`src/hw/hlf_pkg.sv`:
```
// constants of the host link and fuse configuration register bank
// assumes one core clock at 250 MHz; the link pins arrive asynchronously
// Notes on behaviour
// - polarity bit 0: flag 0 means read
// - polarity bit 1: flag 1 means read
// - clock phase follows configuration bit 2
// - clock polarity bit sets clock idle level
// - type bit 7: 0 four-wire, 1 two-wire
// - bit 6 keeps two-wire high-speed permanently
// - bit 5 gives two-wire fast-plus timing
// - lock bit 7 locks regulator setting fuses
// - lock bit 6 locks application setting fuses
// - fusing needs selecting byte plus three bytes
// - bit 4 resets two-wire after 35 ms low
// - interrupt pin drive style and active level
package hlf_pkg;

	//----------------------------------------------------------------
	// register offsets
	//----------------------------------------------------------------
	localparam logic [8:0] SERIAL_FRAMING_SETUP_OFS  = 9'h105;
	localparam logic [8:0] LINK_SELECT_OPTIONS_OFS   = 9'h106;
	localparam logic [8:0] FUSE_LOCK_CONTROL_OFS     = 9'h140;
	localparam logic [8:0] FUSE_ARRAY_POINTER_OFS    = 9'h141;
	localparam logic [8:0] FUSE_ARRAY_WORD_OFS       = 9'h142;
	localparam logic [8:0] TIMEOUT_AND_IRQ_SETUP_OFS = 9'h143;

	//----------------------------------------------------------------
	// field positions
	//----------------------------------------------------------------
	localparam int READ_FLAG_POLARITY_BIT  = 3;
	localparam int CLOCK_PHASE_BIT         = 2;
	localparam int CLOCK_POLARITY_BIT      = 1;
	localparam int SELECT_POLARITY_BIT     = 0;
	localparam int LINK_TYPE_BIT           = 7;
	localparam int CONT_HIGH_SPEED_BIT     = 6;
	localparam int FAST_PLUS_BIT           = 5;
	localparam int LINK_SUPPLY_BIT         = 4;
	localparam int REG_FUSE_LOCK_BIT       = 7;
	localparam int APP_FUSE_LOCK_BIT       = 6;
	localparam int STUCK_TIMEOUT_EN_BIT    = 4;
	localparam int GPI_SUPPLY_BIT          = 3;
	localparam int IRQ_OPEN_DRAIN_BIT      = 1;
	localparam int IRQ_ACTIVE_HIGH_BIT     = 0;

	// writable bit masks, reserved bits read as zero
	localparam logic [7:0] FRAMING_MASK = 8'h0F;
	localparam logic [7:0] LINK_MASK    = 8'hF0;
	localparam logic [7:0] LOCK_MASK    = 8'hC0;
	localparam logic [7:0] TIMEOUT_MASK = 8'h1B;
	localparam logic [7:0] RESET_VALUE  = 8'h00;
	// pin synchronisers start at idle: {two-wire clock, data, link clock, select}
	localparam logic [3:0] PIN_SYNC_RESET = 4'h9;

	//----------------------------------------------------------------
	// four-wire frame: flag, 9 address bits, 8 data bits
	//----------------------------------------------------------------
	localparam logic [4:0] ADDR_DONE_CNT  = 5'd10;
	localparam logic [4:0] FRAME_DONE_CNT = 5'd18;

	// unlock key bytes; values are arbitrary
	localparam logic [7:0] FUSE_SELECT_BYTE = 8'h5A;
	localparam logic [7:0] FUSE_KEY_ONE     = 8'hA5;
	localparam logic [7:0] FUSE_KEY_TWO     = 8'h3C;
	localparam logic [7:0] FUSE_KEY_THREE   = 8'hC3;

	//----------------------------------------------------------------
	// timing
	//----------------------------------------------------------------
	localparam int CORE_CLK_MHZ     = 250;
	localparam int STUCK_TIMEOUT_MS = 35;
	localparam int STUCK_TIMEOUT_CYC = STUCK_TIMEOUT_MS * CORE_CLK_MHZ * 1000; // fits in 32 bits

	typedef enum logic [2:0] {
		HLF_FUSE_IDLE = 3'b000,
		HLF_FUSE_SEL  = 3'b001,
		HLF_FUSE_K1   = 3'b011,
		HLF_FUSE_K2   = 3'b010,
		HLF_FUSE_OPEN = 3'b110
	} hlf_fuse_e;

endpackage : hlf_pkg

```
`src/hw/hlf_regs.sv`:
```
// host link and fuse configuration register bank with its four-wire slave
// assumes link pins and two-wire clock are asynchronous to i_core_clk
`timescale 1ns/1ps
module hlf_regs #(
	parameter int STUCK_LIMIT = hlf_pkg::STUCK_TIMEOUT_CYC
) (
	input  wire logic       i_core_clk,
	input  wire logic       i_arst_n,
	input  wire logic       i_chip_select_n,
	input  wire logic       i_serial_clock_pin,
	input  wire logic       i_data_in,
	output logic            o_data_out,
	output logic            o_data_out_oe_n,
	input  wire logic       i_two_wire_clock,
	output logic            o_two_wire_reset,
	output logic            o_pins_link_role,
	output logic            o_continuous_high_speed_en,
	output logic            o_fast_plus_timing_en,
	output logic            o_link_supply_select,
	output logic            o_gpi_supply_select,
	output logic            o_regulator_settings_fuse_lock,
	output logic            o_application_settings_fuse_lock,
	output logic            o_fuse_unlocked,
	output logic            o_fuse_prog_strobe,
	output logic [7:0]      o_fuse_prog_addr,
	output logic [7:0]      o_fuse_prog_data,
	input  wire logic       i_irq_request,
	output logic            o_interrupt_out_pin,
	output logic            o_interrupt_out_oe_n
);

	//----------------------------------------------------------------
	// synchronisers
	//----------------------------------------------------------------
	logic [3:0] sync1_reg;
	logic [3:0] sync2_reg;
	logic       sck_d_reg;

	// two flops on each asynchronous pin
	always_ff @(posedge i_core_clk or negedge i_arst_n) begin
		if (!i_arst_n) begin
			sync1_reg <= hlf_pkg::PIN_SYNC_RESET;
			sync2_reg <= hlf_pkg::PIN_SYNC_RESET;
			sck_d_reg <= 1'b0;
		end else begin
			sync1_reg <= {i_two_wire_clock, i_data_in, i_serial_clock_pin, i_chip_select_n};
			sync2_reg <= sync1_reg;
			sck_d_reg <= sync2_reg[1];
		end
	end
	logic [7:0] framing_reg;
	logic [7:0] link_reg;
	logic [7:0] lock_reg;
	logic [7:0] pointer_reg;
	logic [7:0] word_reg;
	logic [7:0] timeout_reg;
	// synchronised pin levels
	wire logic  cs_s  = sync2_reg[0];
	wire logic  sck_s = sync2_reg[1];
	wire logic  din_s = sync2_reg[2];
	wire logic  twc_s = sync2_reg[3];

	//----------------------------------------------------------------
	// four-wire frame engine
	//----------------------------------------------------------------
	wire logic four_wire   = !link_reg[hlf_pkg::LINK_TYPE_BIT];
	wire logic sel_act     = four_wire && (framing_reg[hlf_pkg::SELECT_POLARITY_BIT]
	                         ? cs_s : !cs_s);
	wire logic sck_edge    = sck_s ^ sck_d_reg;
	wire logic leading     = sck_edge
	                         && (sck_d_reg == framing_reg[hlf_pkg::CLOCK_POLARITY_BIT]);
	wire logic sample_edge = sel_act && (framing_reg[hlf_pkg::CLOCK_PHASE_BIT]
	                         ? (sck_edge && !leading) : leading);
	wire logic shift_edge  = sel_act && sck_edge && !sample_edge;
	logic [4:0]  bit_cnt_reg;
	logic [16:0] shift_in_reg;
	logic        rd_reg;
	logic [7:0]  out_shift_reg;
	logic [16:0] shift_in_next;
	logic [7:0]  read_data;
	logic        wr_stb;
	logic [8:0]  wr_addr;
	logic [7:0]  wr_data;
	assign shift_in_next = {shift_in_reg[15:0], din_s};
	assign wr_stb  = sample_edge && !rd_reg && (bit_cnt_reg == hlf_pkg::FRAME_DONE_CNT - 5'd1);
	assign wr_addr = shift_in_reg[15:7];
	assign wr_data = shift_in_next[7:0];

	// bit counter, read flag and input shifter; counter and read flag cleared while deselected, shifter holds
	always_ff @(posedge i_core_clk or negedge i_arst_n) begin
		if (!i_arst_n) begin
			bit_cnt_reg  <= 5'd0;
			shift_in_reg <= 17'h0_0000;
			rd_reg       <= 1'b0;
		end else if (!sel_act) begin
			bit_cnt_reg <= 5'd0;
			rd_reg      <= 1'b0;
		end else if (sample_edge && bit_cnt_reg < hlf_pkg::FRAME_DONE_CNT) begin
			bit_cnt_reg  <= bit_cnt_reg + 5'd1;
			shift_in_reg <= shift_in_next;
			if (bit_cnt_reg == 5'd0) begin
				rd_reg <= (din_s == framing_reg[hlf_pkg::READ_FLAG_POLARITY_BIT]);
			end
		end
	end

	// register read mux, reserved bits zero
	always_comb begin
		case (shift_in_next[8:0])
			hlf_pkg::SERIAL_FRAMING_SETUP_OFS:  read_data = framing_reg;
			hlf_pkg::LINK_SELECT_OPTIONS_OFS:   read_data = link_reg;
			hlf_pkg::FUSE_LOCK_CONTROL_OFS:     read_data = lock_reg;
			hlf_pkg::FUSE_ARRAY_POINTER_OFS:    read_data = pointer_reg;
			hlf_pkg::FUSE_ARRAY_WORD_OFS:       read_data = word_reg;
			hlf_pkg::TIMEOUT_AND_IRQ_SETUP_OFS: read_data = timeout_reg;
			default:                            read_data = 8'h00;
		endcase
	end

	// read data out, msb first on shift edges
	always_ff @(posedge i_core_clk or negedge i_arst_n) begin
		if (!i_arst_n) begin
			out_shift_reg   <= 8'h00;
			o_data_out      <= 1'b0;
			o_data_out_oe_n <= 1'b1;
		end else if (!sel_act) begin
			o_data_out_oe_n <= 1'b1;
		end else begin
			o_data_out_oe_n <= !rd_reg;
			if (sample_edge && bit_cnt_reg == hlf_pkg::ADDR_DONE_CNT - 5'd1) begin
				out_shift_reg <= read_data;
			end else if (shift_edge && rd_reg && bit_cnt_reg >= hlf_pkg::ADDR_DONE_CNT) begin
				o_data_out    <= out_shift_reg[7];
				out_shift_reg <= {out_shift_reg[6:0], 1'b0};
			end
		end
	end

	//----------------------------------------------------------------
	// register writes
	//----------------------------------------------------------------
	always_ff @(posedge i_core_clk or negedge i_arst_n) begin
		if (!i_arst_n) begin
			framing_reg <= hlf_pkg::RESET_VALUE;
			link_reg    <= hlf_pkg::RESET_VALUE;
			lock_reg    <= hlf_pkg::RESET_VALUE;
			pointer_reg <= hlf_pkg::RESET_VALUE;
			word_reg    <= hlf_pkg::RESET_VALUE;
			timeout_reg <= hlf_pkg::RESET_VALUE;
		end else if (wr_stb) begin
			case (wr_addr)
				hlf_pkg::SERIAL_FRAMING_SETUP_OFS:  framing_reg <= wr_data & hlf_pkg::FRAMING_MASK;
				hlf_pkg::LINK_SELECT_OPTIONS_OFS:   link_reg    <= wr_data & hlf_pkg::LINK_MASK;
				hlf_pkg::FUSE_LOCK_CONTROL_OFS:     lock_reg    <= wr_data & hlf_pkg::LOCK_MASK;
				hlf_pkg::FUSE_ARRAY_POINTER_OFS:    pointer_reg <= wr_data;
				hlf_pkg::FUSE_ARRAY_WORD_OFS:       word_reg    <= wr_data;
				hlf_pkg::TIMEOUT_AND_IRQ_SETUP_OFS: timeout_reg <= wr_data & hlf_pkg::TIMEOUT_MASK;
				default:                            ;
			endcase
		end
	end

	//----------------------------------------------------------------
	// fuse unlock sequence and programming strobe
	//----------------------------------------------------------------
	hlf_pkg::hlf_fuse_e fuse_state_reg;
	wire logic          wr_ptr  = wr_stb && (wr_addr == hlf_pkg::FUSE_ARRAY_POINTER_OFS);
	wire logic          wr_word = wr_stb && (wr_addr == hlf_pkg::FUSE_ARRAY_WORD_OFS);

	// selecting byte then three key bytes; any slip starts over
	always_ff @(posedge i_core_clk or negedge i_arst_n) begin
		if (!i_arst_n) begin
			fuse_state_reg <= hlf_pkg::HLF_FUSE_IDLE;
		end else if (wr_ptr || wr_word) begin
			case (fuse_state_reg)
				hlf_pkg::HLF_FUSE_IDLE: fuse_state_reg <= (wr_ptr && wr_data == hlf_pkg::FUSE_SELECT_BYTE)
				                        ? hlf_pkg::HLF_FUSE_SEL : hlf_pkg::HLF_FUSE_IDLE;
				hlf_pkg::HLF_FUSE_SEL:  fuse_state_reg <= (wr_word && wr_data == hlf_pkg::FUSE_KEY_ONE)
				                        ? hlf_pkg::HLF_FUSE_K1 : hlf_pkg::HLF_FUSE_IDLE;
				hlf_pkg::HLF_FUSE_K1:   fuse_state_reg <= (wr_word && wr_data == hlf_pkg::FUSE_KEY_TWO)
				                        ? hlf_pkg::HLF_FUSE_K2 : hlf_pkg::HLF_FUSE_IDLE;
				hlf_pkg::HLF_FUSE_K2:   fuse_state_reg <= (wr_word && wr_data == hlf_pkg::FUSE_KEY_THREE)
				                        ? hlf_pkg::HLF_FUSE_OPEN : hlf_pkg::HLF_FUSE_IDLE;
				hlf_pkg::HLF_FUSE_OPEN: fuse_state_reg <= hlf_pkg::HLF_FUSE_OPEN;
				default:                fuse_state_reg <= hlf_pkg::HLF_FUSE_IDLE;
			endcase
		end
	end

	// programming only once unlocked
	always_ff @(posedge i_core_clk or negedge i_arst_n) begin
		if (!i_arst_n) begin
			o_fuse_prog_strobe <= 1'b0;
			o_fuse_prog_addr   <= 8'h00;
			o_fuse_prog_data   <= 8'h00;
			o_fuse_unlocked    <= 1'b0;
		end else begin
			o_fuse_unlocked    <= (fuse_state_reg == hlf_pkg::HLF_FUSE_OPEN);
			o_fuse_prog_strobe <= wr_word && (fuse_state_reg == hlf_pkg::HLF_FUSE_OPEN);
			if (wr_word && fuse_state_reg == hlf_pkg::HLF_FUSE_OPEN) begin
				o_fuse_prog_addr <= pointer_reg;
				o_fuse_prog_data <= wr_data;
			end
		end
	end

	//----------------------------------------------------------------
	// two-wire stuck clock timeout
	//----------------------------------------------------------------
	logic [23:0] stuck_cnt_reg;
	always_ff @(posedge i_core_clk or negedge i_arst_n) begin
		if (!i_arst_n) begin
			stuck_cnt_reg    <= 24'h00_0000;
			o_two_wire_reset <= 1'b0;
		end else begin
			o_two_wire_reset <= 1'b0;
			if (twc_s || four_wire || !timeout_reg[hlf_pkg::STUCK_TIMEOUT_EN_BIT]) begin
				stuck_cnt_reg <= 24'h00_0000;
			end else if (stuck_cnt_reg < 24'(STUCK_LIMIT)) begin
				stuck_cnt_reg <= stuck_cnt_reg + 24'h00_0001;
				o_two_wire_reset <= (stuck_cnt_reg == 24'(STUCK_LIMIT - 1));
			end
		end
	end

	//----------------------------------------------------------------
	// configuration outputs and interrupt pin
	//----------------------------------------------------------------
	always_ff @(posedge i_core_clk or negedge i_arst_n) begin
		if (!i_arst_n) begin
			o_pins_link_role                 <= 1'b0;
			o_continuous_high_speed_en       <= 1'b0;
			o_fast_plus_timing_en            <= 1'b0;
			o_link_supply_select             <= 1'b0;
			o_gpi_supply_select              <= 1'b0;
			o_regulator_settings_fuse_lock   <= 1'b0;
			o_application_settings_fuse_lock <= 1'b0;
			o_interrupt_out_pin              <= 1'b0;
			o_interrupt_out_oe_n             <= 1'b1;
		end else begin
			o_pins_link_role               <= four_wire;
			o_continuous_high_speed_en     <= !four_wire
			                                  && link_reg[hlf_pkg::CONT_HIGH_SPEED_BIT];
			o_fast_plus_timing_en          <= !four_wire && link_reg[hlf_pkg::FAST_PLUS_BIT];
			o_link_supply_select           <= link_reg[hlf_pkg::LINK_SUPPLY_BIT];
			o_gpi_supply_select            <= timeout_reg[hlf_pkg::GPI_SUPPLY_BIT];
			o_regulator_settings_fuse_lock <= lock_reg[hlf_pkg::REG_FUSE_LOCK_BIT];
			o_application_settings_fuse_lock <= lock_reg[hlf_pkg::APP_FUSE_LOCK_BIT];
			o_interrupt_out_pin  <= i_irq_request ~^ timeout_reg[hlf_pkg::IRQ_ACTIVE_HIGH_BIT];
			o_interrupt_out_oe_n <= timeout_reg[hlf_pkg::IRQ_OPEN_DRAIN_BIT]
			                        && !i_irq_request;
		end
	end
endmodule : hlf_regs

```
`config.mk`:
```
export PLATFORM = sky130hd
export DESIGN_NAME = hlf_regs
export DESIGN_NICKNAME = d
export VERILOG_FILES = /design/src/hw/hlf_pkg.sv /design/src/hw/hlf_regs.sv
export SDC_FILE = /design/constraint.sdc
export NUM_CORES = 1
export LEC_CHECK = 0
export BUFFER_PORTS_ARGS = -buffer_cell sky130_fd_sc_hd__buf_2
export CAP_MARGIN = 20
export CORE_ASPECT_RATIO = 1.25
export CORE_MARGIN = 2
export CORE_UTILIZATION = 60
export DETAILED_ROUTE_END_ITERATION = 12
export PLACE_DENSITY = 0.89
export SLEW_MARGIN = 25
export SYNTH_ARGS = -nofsm -noshare
export SYNTH_HDL_FRONTEND = slang
export SYNTH_SLANG_ARGS = --single-unit
```
`constraint.sdc`:
```
create_clock -name i_core_clk -period 3.07 [get_ports i_core_clk]
set_clock_uncertainty 0.2 [all_clocks]
set_input_delay 0.614 -clock i_core_clk [delete_from_list [all_inputs] [get_ports i_core_clk]]
set_output_delay 0.614 -clock i_core_clk [all_outputs]
set_load 0.01 [all_outputs]
```
After elaboration in Yosys (flattened, before gate mapping):

Index checks and enable logic that the tools add are counted.

* bits in registers: 126
* input bits: 7
* word-level logic and storage cells: 132

* $add $sub $neg: 2
* order comparisons: 3
* equal/unequal tests: 27
* mux-type cells: 20
* bitwise operators: 3
* reductions and logical operators: 46

Operators with widths (number)
* $eq 9x9->1 const B: 12
* $mux 24: 2
* $pmux 8 s6: 1
* $add 24x1->24 const B: 1
* $eq 24x24->1 const B: 1
* $lt 24x24->1 const B: 1
* $logic_and 1x1->1: 22
* $reduce_and 2->1: 9
* $eq 8x8->1 const B: 2
* $mux 8: 2
* $pmux 3 s5: 1
* $mux 5: 2
* $mux 1: 9
* $eq 8x6->1 const B: 1
* $eq 8x7->1 const B: 1
* $logic_not 1->1: 7
* $eq 3x2->1 const B: 2
* $add 5x1->5 const B: 1
* $eq 5x4->1 const B: 1
* $eq 5x5->1 const B: 1
* $ge 5x4->1 const B: 1
* $logic_not 5->1: 1
* $lt 5x5->1 const B: 1
* $mux 2: 2
* 12 further kinds: 17

Logic depth before layout (Yosys ltp):

* depth in word-level cells: 12
* gate-level depth with buffers: 8
* depth with buffers taken out: 7

Least setup slack after synthesis:

No wires, ideal clock.

* kind: register to register
* from: register bit_cnt_reg[1]
* to: register o_fuse_prog_addr[0]
* library setup time: 125 ps
* arrival: 2265 ps
* path slack: 480 ps
* stages on the path, launching flop included: 9
* period minus slack after synthesis: 2590 ps
* path through: dfrtp_1 inv_1 ha_1 nor4b_1 and4_1 nand3_1 nor2_1 buf_2 mux2_2

* word-level cells in the longest chain between the ends: 4

RTL lines
* start: declaration: RTL line hlf_regs.sv:75 `logic [4:0] bit_cnt_reg;`
* start signal: assignment: RTL line hlf_regs.sv:99 `bit_cnt_reg <= bit_cnt_reg + 5'd1;`
* $eq 5x5->1: RTL line hlf_regs.sv:85 `assign wr_stb = sample_edge && !rd_reg && (bit_cnt_reg == hlf_pkg::FRAME_DONE_CNT - 5'd1);`
* $logic_and 1x1->1: RTL line hlf_regs.sv:85
* $logic_and 1x1->1: RTL line hlf_regs.sv:168 `wire logic wr_word = wr_stb && (wr_addr == hlf_pkg::FUSE_ARRAY_WORD_OFS);`
* $logic_and 1x1->1: RTL line hlf_regs.sv:200 `if (wr_word && fuse_state_reg == hlf_pkg::HLF_FUSE_OPEN) begin`
* end signal: assignment: RTL line hlf_regs.sv:201 `o_fuse_prog_addr <= pointer_reg;`
* end: declaration: RTL line hlf_regs.sv:25 `output logic [7:0] o_fuse_prog_addr,`

Every way passes these cells.
A chain may end at the register's enable or synchronous reset.

Final worst setup path:

* from: register stuck_cnt_reg[20]
* to: register stuck_cnt_reg[12]

* word-level cells in the longest chain between the ends: 2

RTL lines
* start: declaration: RTL line hlf_regs.sv:210 `logic [23:0] stuck_cnt_reg;`
* start signal: assignment: RTL line hlf_regs.sv:220 `stuck_cnt_reg <= stuck_cnt_reg + 24'h00_0001;`
* $lt 24x24->1: RTL line hlf_regs.sv:219 `end else if (stuck_cnt_reg < 24'(STUCK_LIMIT)) begin`
* $reduce_bool 2->1 (no source line)

Every way passes these cells.

==> results by group <==
CTS
  • Worst-Skew Late Latency: between 400 and 500 ps
  • Total CTS buffers: 17
  • CTS Buffer Depth: 2
  • Post-CTS sizing: 0
  • Post-CTS Setup Inserts: 0
  • H-tree depth: 4
  • Root Buffer: clkbuf_16
  • Clock transition at path regs: 60 ps
  • Hold Buf Count CTS: 1
  • CTS Sinks: 126
  • CTS tree: done

Routing
  • Initial DRC count: around 340
  • Via count: 4,292
  • First-pass DRT Iterations: 5
  • Drt wl/cell: 19.3 µm
  • Routed wire length: 13,100 µm
  • DRC: 0
  • Routed Antenna Nets: 0
  • Vias per cell: 6.34

Pwr
  • Static Leak: between 3 and 4 nW
  • Total chip power: 3.99 mW
  • Power per cell area: between 500 and 600 mW/mm²
  • VDD IR-drop max: 0.429 mV

Synth
  • Ys Warns: 0
  • Synth cell types: 59
  • Number of synthesized flops with an enable pin: 0
  • Synthesized Nets: 504
  • Primary FF master, synth: dfrtp_1
  • Post-synthesis register bit count: ~130
  • Synth Instances: just under 500
  • Synthesized area: between 0.005 and 0.006 mm²
  • Sequential fraction of the synthesis area: ~55%
  • Fraction of registers with async set or reset after synthesis: 100%
  • Mean Syn Cell Area: around 12 µm²

Job
  • Max Cap Violations: 0

STA
  • Peak Freq: 361 MHz
  • Final hold vios: 0
  • Crit share post-route: 90.2%
  • Final worst path period need: 2770 ps
  • Slew HR: ~48%
  • Measured slew at the worst slew-check pin: 779 ps
  • RSZ-0062 raised after global routing: false
  • Setup Viol. Count Final: 0
  • Final TNS setup: 0 ps
  • Fin. max-slew vios: 0

Worst setup path
  • Critical Path Start Type: flop
  • Crit path required time: about 3200 ps
  • Highest net fanout along the worst path: 12
  • Worst EP arrival: 2910 ps
  • Crit path kind: flop to flop
  • Crit path capture type: flop

GRT
  • Initial antenna violation count: 0
  • Met2 usage: 45.2%
  • Largest net degree at the start of global routing: 54
  • GRT Util Overall: 27.3%
  • GR peak layer: met2
  • Gr ovfl total: 0
  • Met3 GRT Util: about 8.0%
  • Vias in the first global route: 4,334
  • First-pass GRT wire length: 21,900 µm
  • Met1 usage: 34.0%

Floorplanning
  • # IOs: 37
  • Die height: 113 µm
  • Die width: 91.5 µm
  • Core area: 0.00922 mm²
  • Initial Util: roughly 62%
  • Std-Cell Rows: 39
  • Die ar.: 0.0104 mm²

Finish
  • Synth-to-layout area growth: 16.1%
  • Commonest non-fill, non-tap cell in the layout: dfrtp_1
  • Ant diodes: 0
  • Max reg flops: 24
  • Commonest cells after routing, fill and taps aside: dfrtp_1, mux2_2, buf_2, nand2_1, nand3_1
  • Share of cells above drive strength 1: about 30%
  • Final nets: roughly 550

Placed design
  • GPL Wtd Cong: 0.861
  • PortBufs: 36
  • Dpl hpwl: 8500 µm

Hold path
  • Min-Delay Path Class: primary input to flop

Status
  • Status: finished, final reports clean
[power by group]
part / switching [mW] / internal [mW] / total [mW] / leakage [nW]
combinational: 0.141 / 0.106 / 0.247 / 1.04
sequential: 0.145 / 1.72 / 1.86 / 1.71
clock: 0.714 / 1.17 / 1.88 / 0.274
[path summary, 6_finish.rpt]
path / startpoint / end / slack, ps / cells after the start
worst max-delay path: stuck_cnt_reg[20] / stuck_cnt_reg[12] / 300 / 6
worst min-delay path: i_two_wire_clock / sync1_reg[3] / 90 / 1
worst max register to register: stuck_cnt_reg[20] / stuck_cnt_reg[12] / 300 / 6
worst min register to register: sync1_reg[2] / sync2_reg[2] / 150 / 0
max in group asynchronous: i_arst_n / sync1_reg[0] / 1430 / 3
min in group asynchronous: i_arst_n / stuck_cnt_reg[4] / 500 / 2
[kinds of logic (layout without fill, tap and decap cells)]
family / after synthesis / after routing / synth area share, %
AOI/OAI and AO/OA: 89 / 89 / 10.2
adders and majority gates: 4 / 4 / 0.871
and+or+nand+nor: 161 / 161 / 16.4
buffers and inverters: 36 / 97 / 2.81
DFF: 126 / 126 / 55.0
muxes: 69 / 69 / 13.5
xor gates and xnor gates: 8 / 8 / 1.22
[per-stage QoR]
step           setup WS [ps]  utilization, %  cells  cell area [µm²]  hold WS (ps)
2_1_floorplan            480               -    493             5740           118
3_3_place_gp             463            66.1    644             6100           132
3_5_place_dp             363            66.1    644             6100           140
4_1_cts                  331            72.3    677             6670          86.7
5_1_grt                  206            72.3    677             6670          77.6
6_report                 301            72.3    677             6670          88.5
[synth_stat cells (2+ instances only)]
| cell | instances | share of area, % |
|---|---|---|
| nor4b_1 | 4 | 0.61 |
| a221o_1 | 6 | 1.0 |
| a21o_1 | 4 | 0.52 |
| nand3b_1 | 3 | 0.39 |
| and3_1 | 3 | 0.33 |
| dfrtp_1 | 120 | 52 |
| nand4_1 | 7 | 0.76 |
| ha_1 | 4 | 0.87 |
| nor2b_1 | 3 | 0.33 |
| nand2_1 | 27 | 1.8 |
| nor3_1 | 4 | 0.35 |
| nand2b_1 | 10 | 1.1 |
| o2bb2ai_1 | 2 | 0.31 |
| dfstp_2 | 6 | 2.7 |
| a21oi_1 | 19 | 1.7 |
| nand4b_1 | 2 | 0.31 |
| o21ai_0 | 17 | 1.5 |
| a22o_1 | 2 | 0.31 |
| xnor2_1 | 5 | 0.76 |
| a31oi_1 | 3 | 0.33 |
| or2_2 | 3 | 0.33 |
| nor2_1 | 15 | 0.98 |
| nor4_1 | 10 | 1.1 |
| buf_2 | 3 | 0.26 |
| xor2_1 | 3 | 0.46 |
| or4_1 | 9 | 1.2 |
| mux2i_1 | 5 | 0.87 |
| inv_1 | 12 | 0.78 |
| clkbuf_1 | 18 | 1.2 |
| or3_1 | 15 | 1.6 |
| and2_1 | 8 | 0.87 |
| o21ai_1 | 10 | 0.87 |
| nand3_1 | 23 | 2.0 |
| nor3b_1 | 4 | 0.52 |
| and4_1 | 3 | 0.46 |
| o211ai_1 | 6 | 0.78 |
| a22oi_1 | 6 | 0.78 |
| o31ai_1 | 6 | 0.78 |
| mux2_2 | 63 | 12 |
[layout make-up]
type	count	area [µm²]
Clock buffer	21	470
Clock inverter	11	91.3
Fill cell	595	2550
Inverter	12	45.0
Multi-Input combinational cell	331	2420
Sequential cell	126	3160
Tap cell	123	154
Timing Repair Buffer	53	325
[layer usage]
layer  part of all wire (%)  up-vias
met1                     40     2132
met3                    6.1       44
li1                       -     1925
met5                      0        -
met4                    2.8        0
met2                     51      191
[worst max-delay path, cell delays in order (launching register included)]
cell and delay, ps:
dfrtp_1 430, or4_1 560, o21ai_0 420, o211ai_2 330, buf_4 260, or3_1 350, a21oi_1 140
Power figures use the tool's default switching activity.
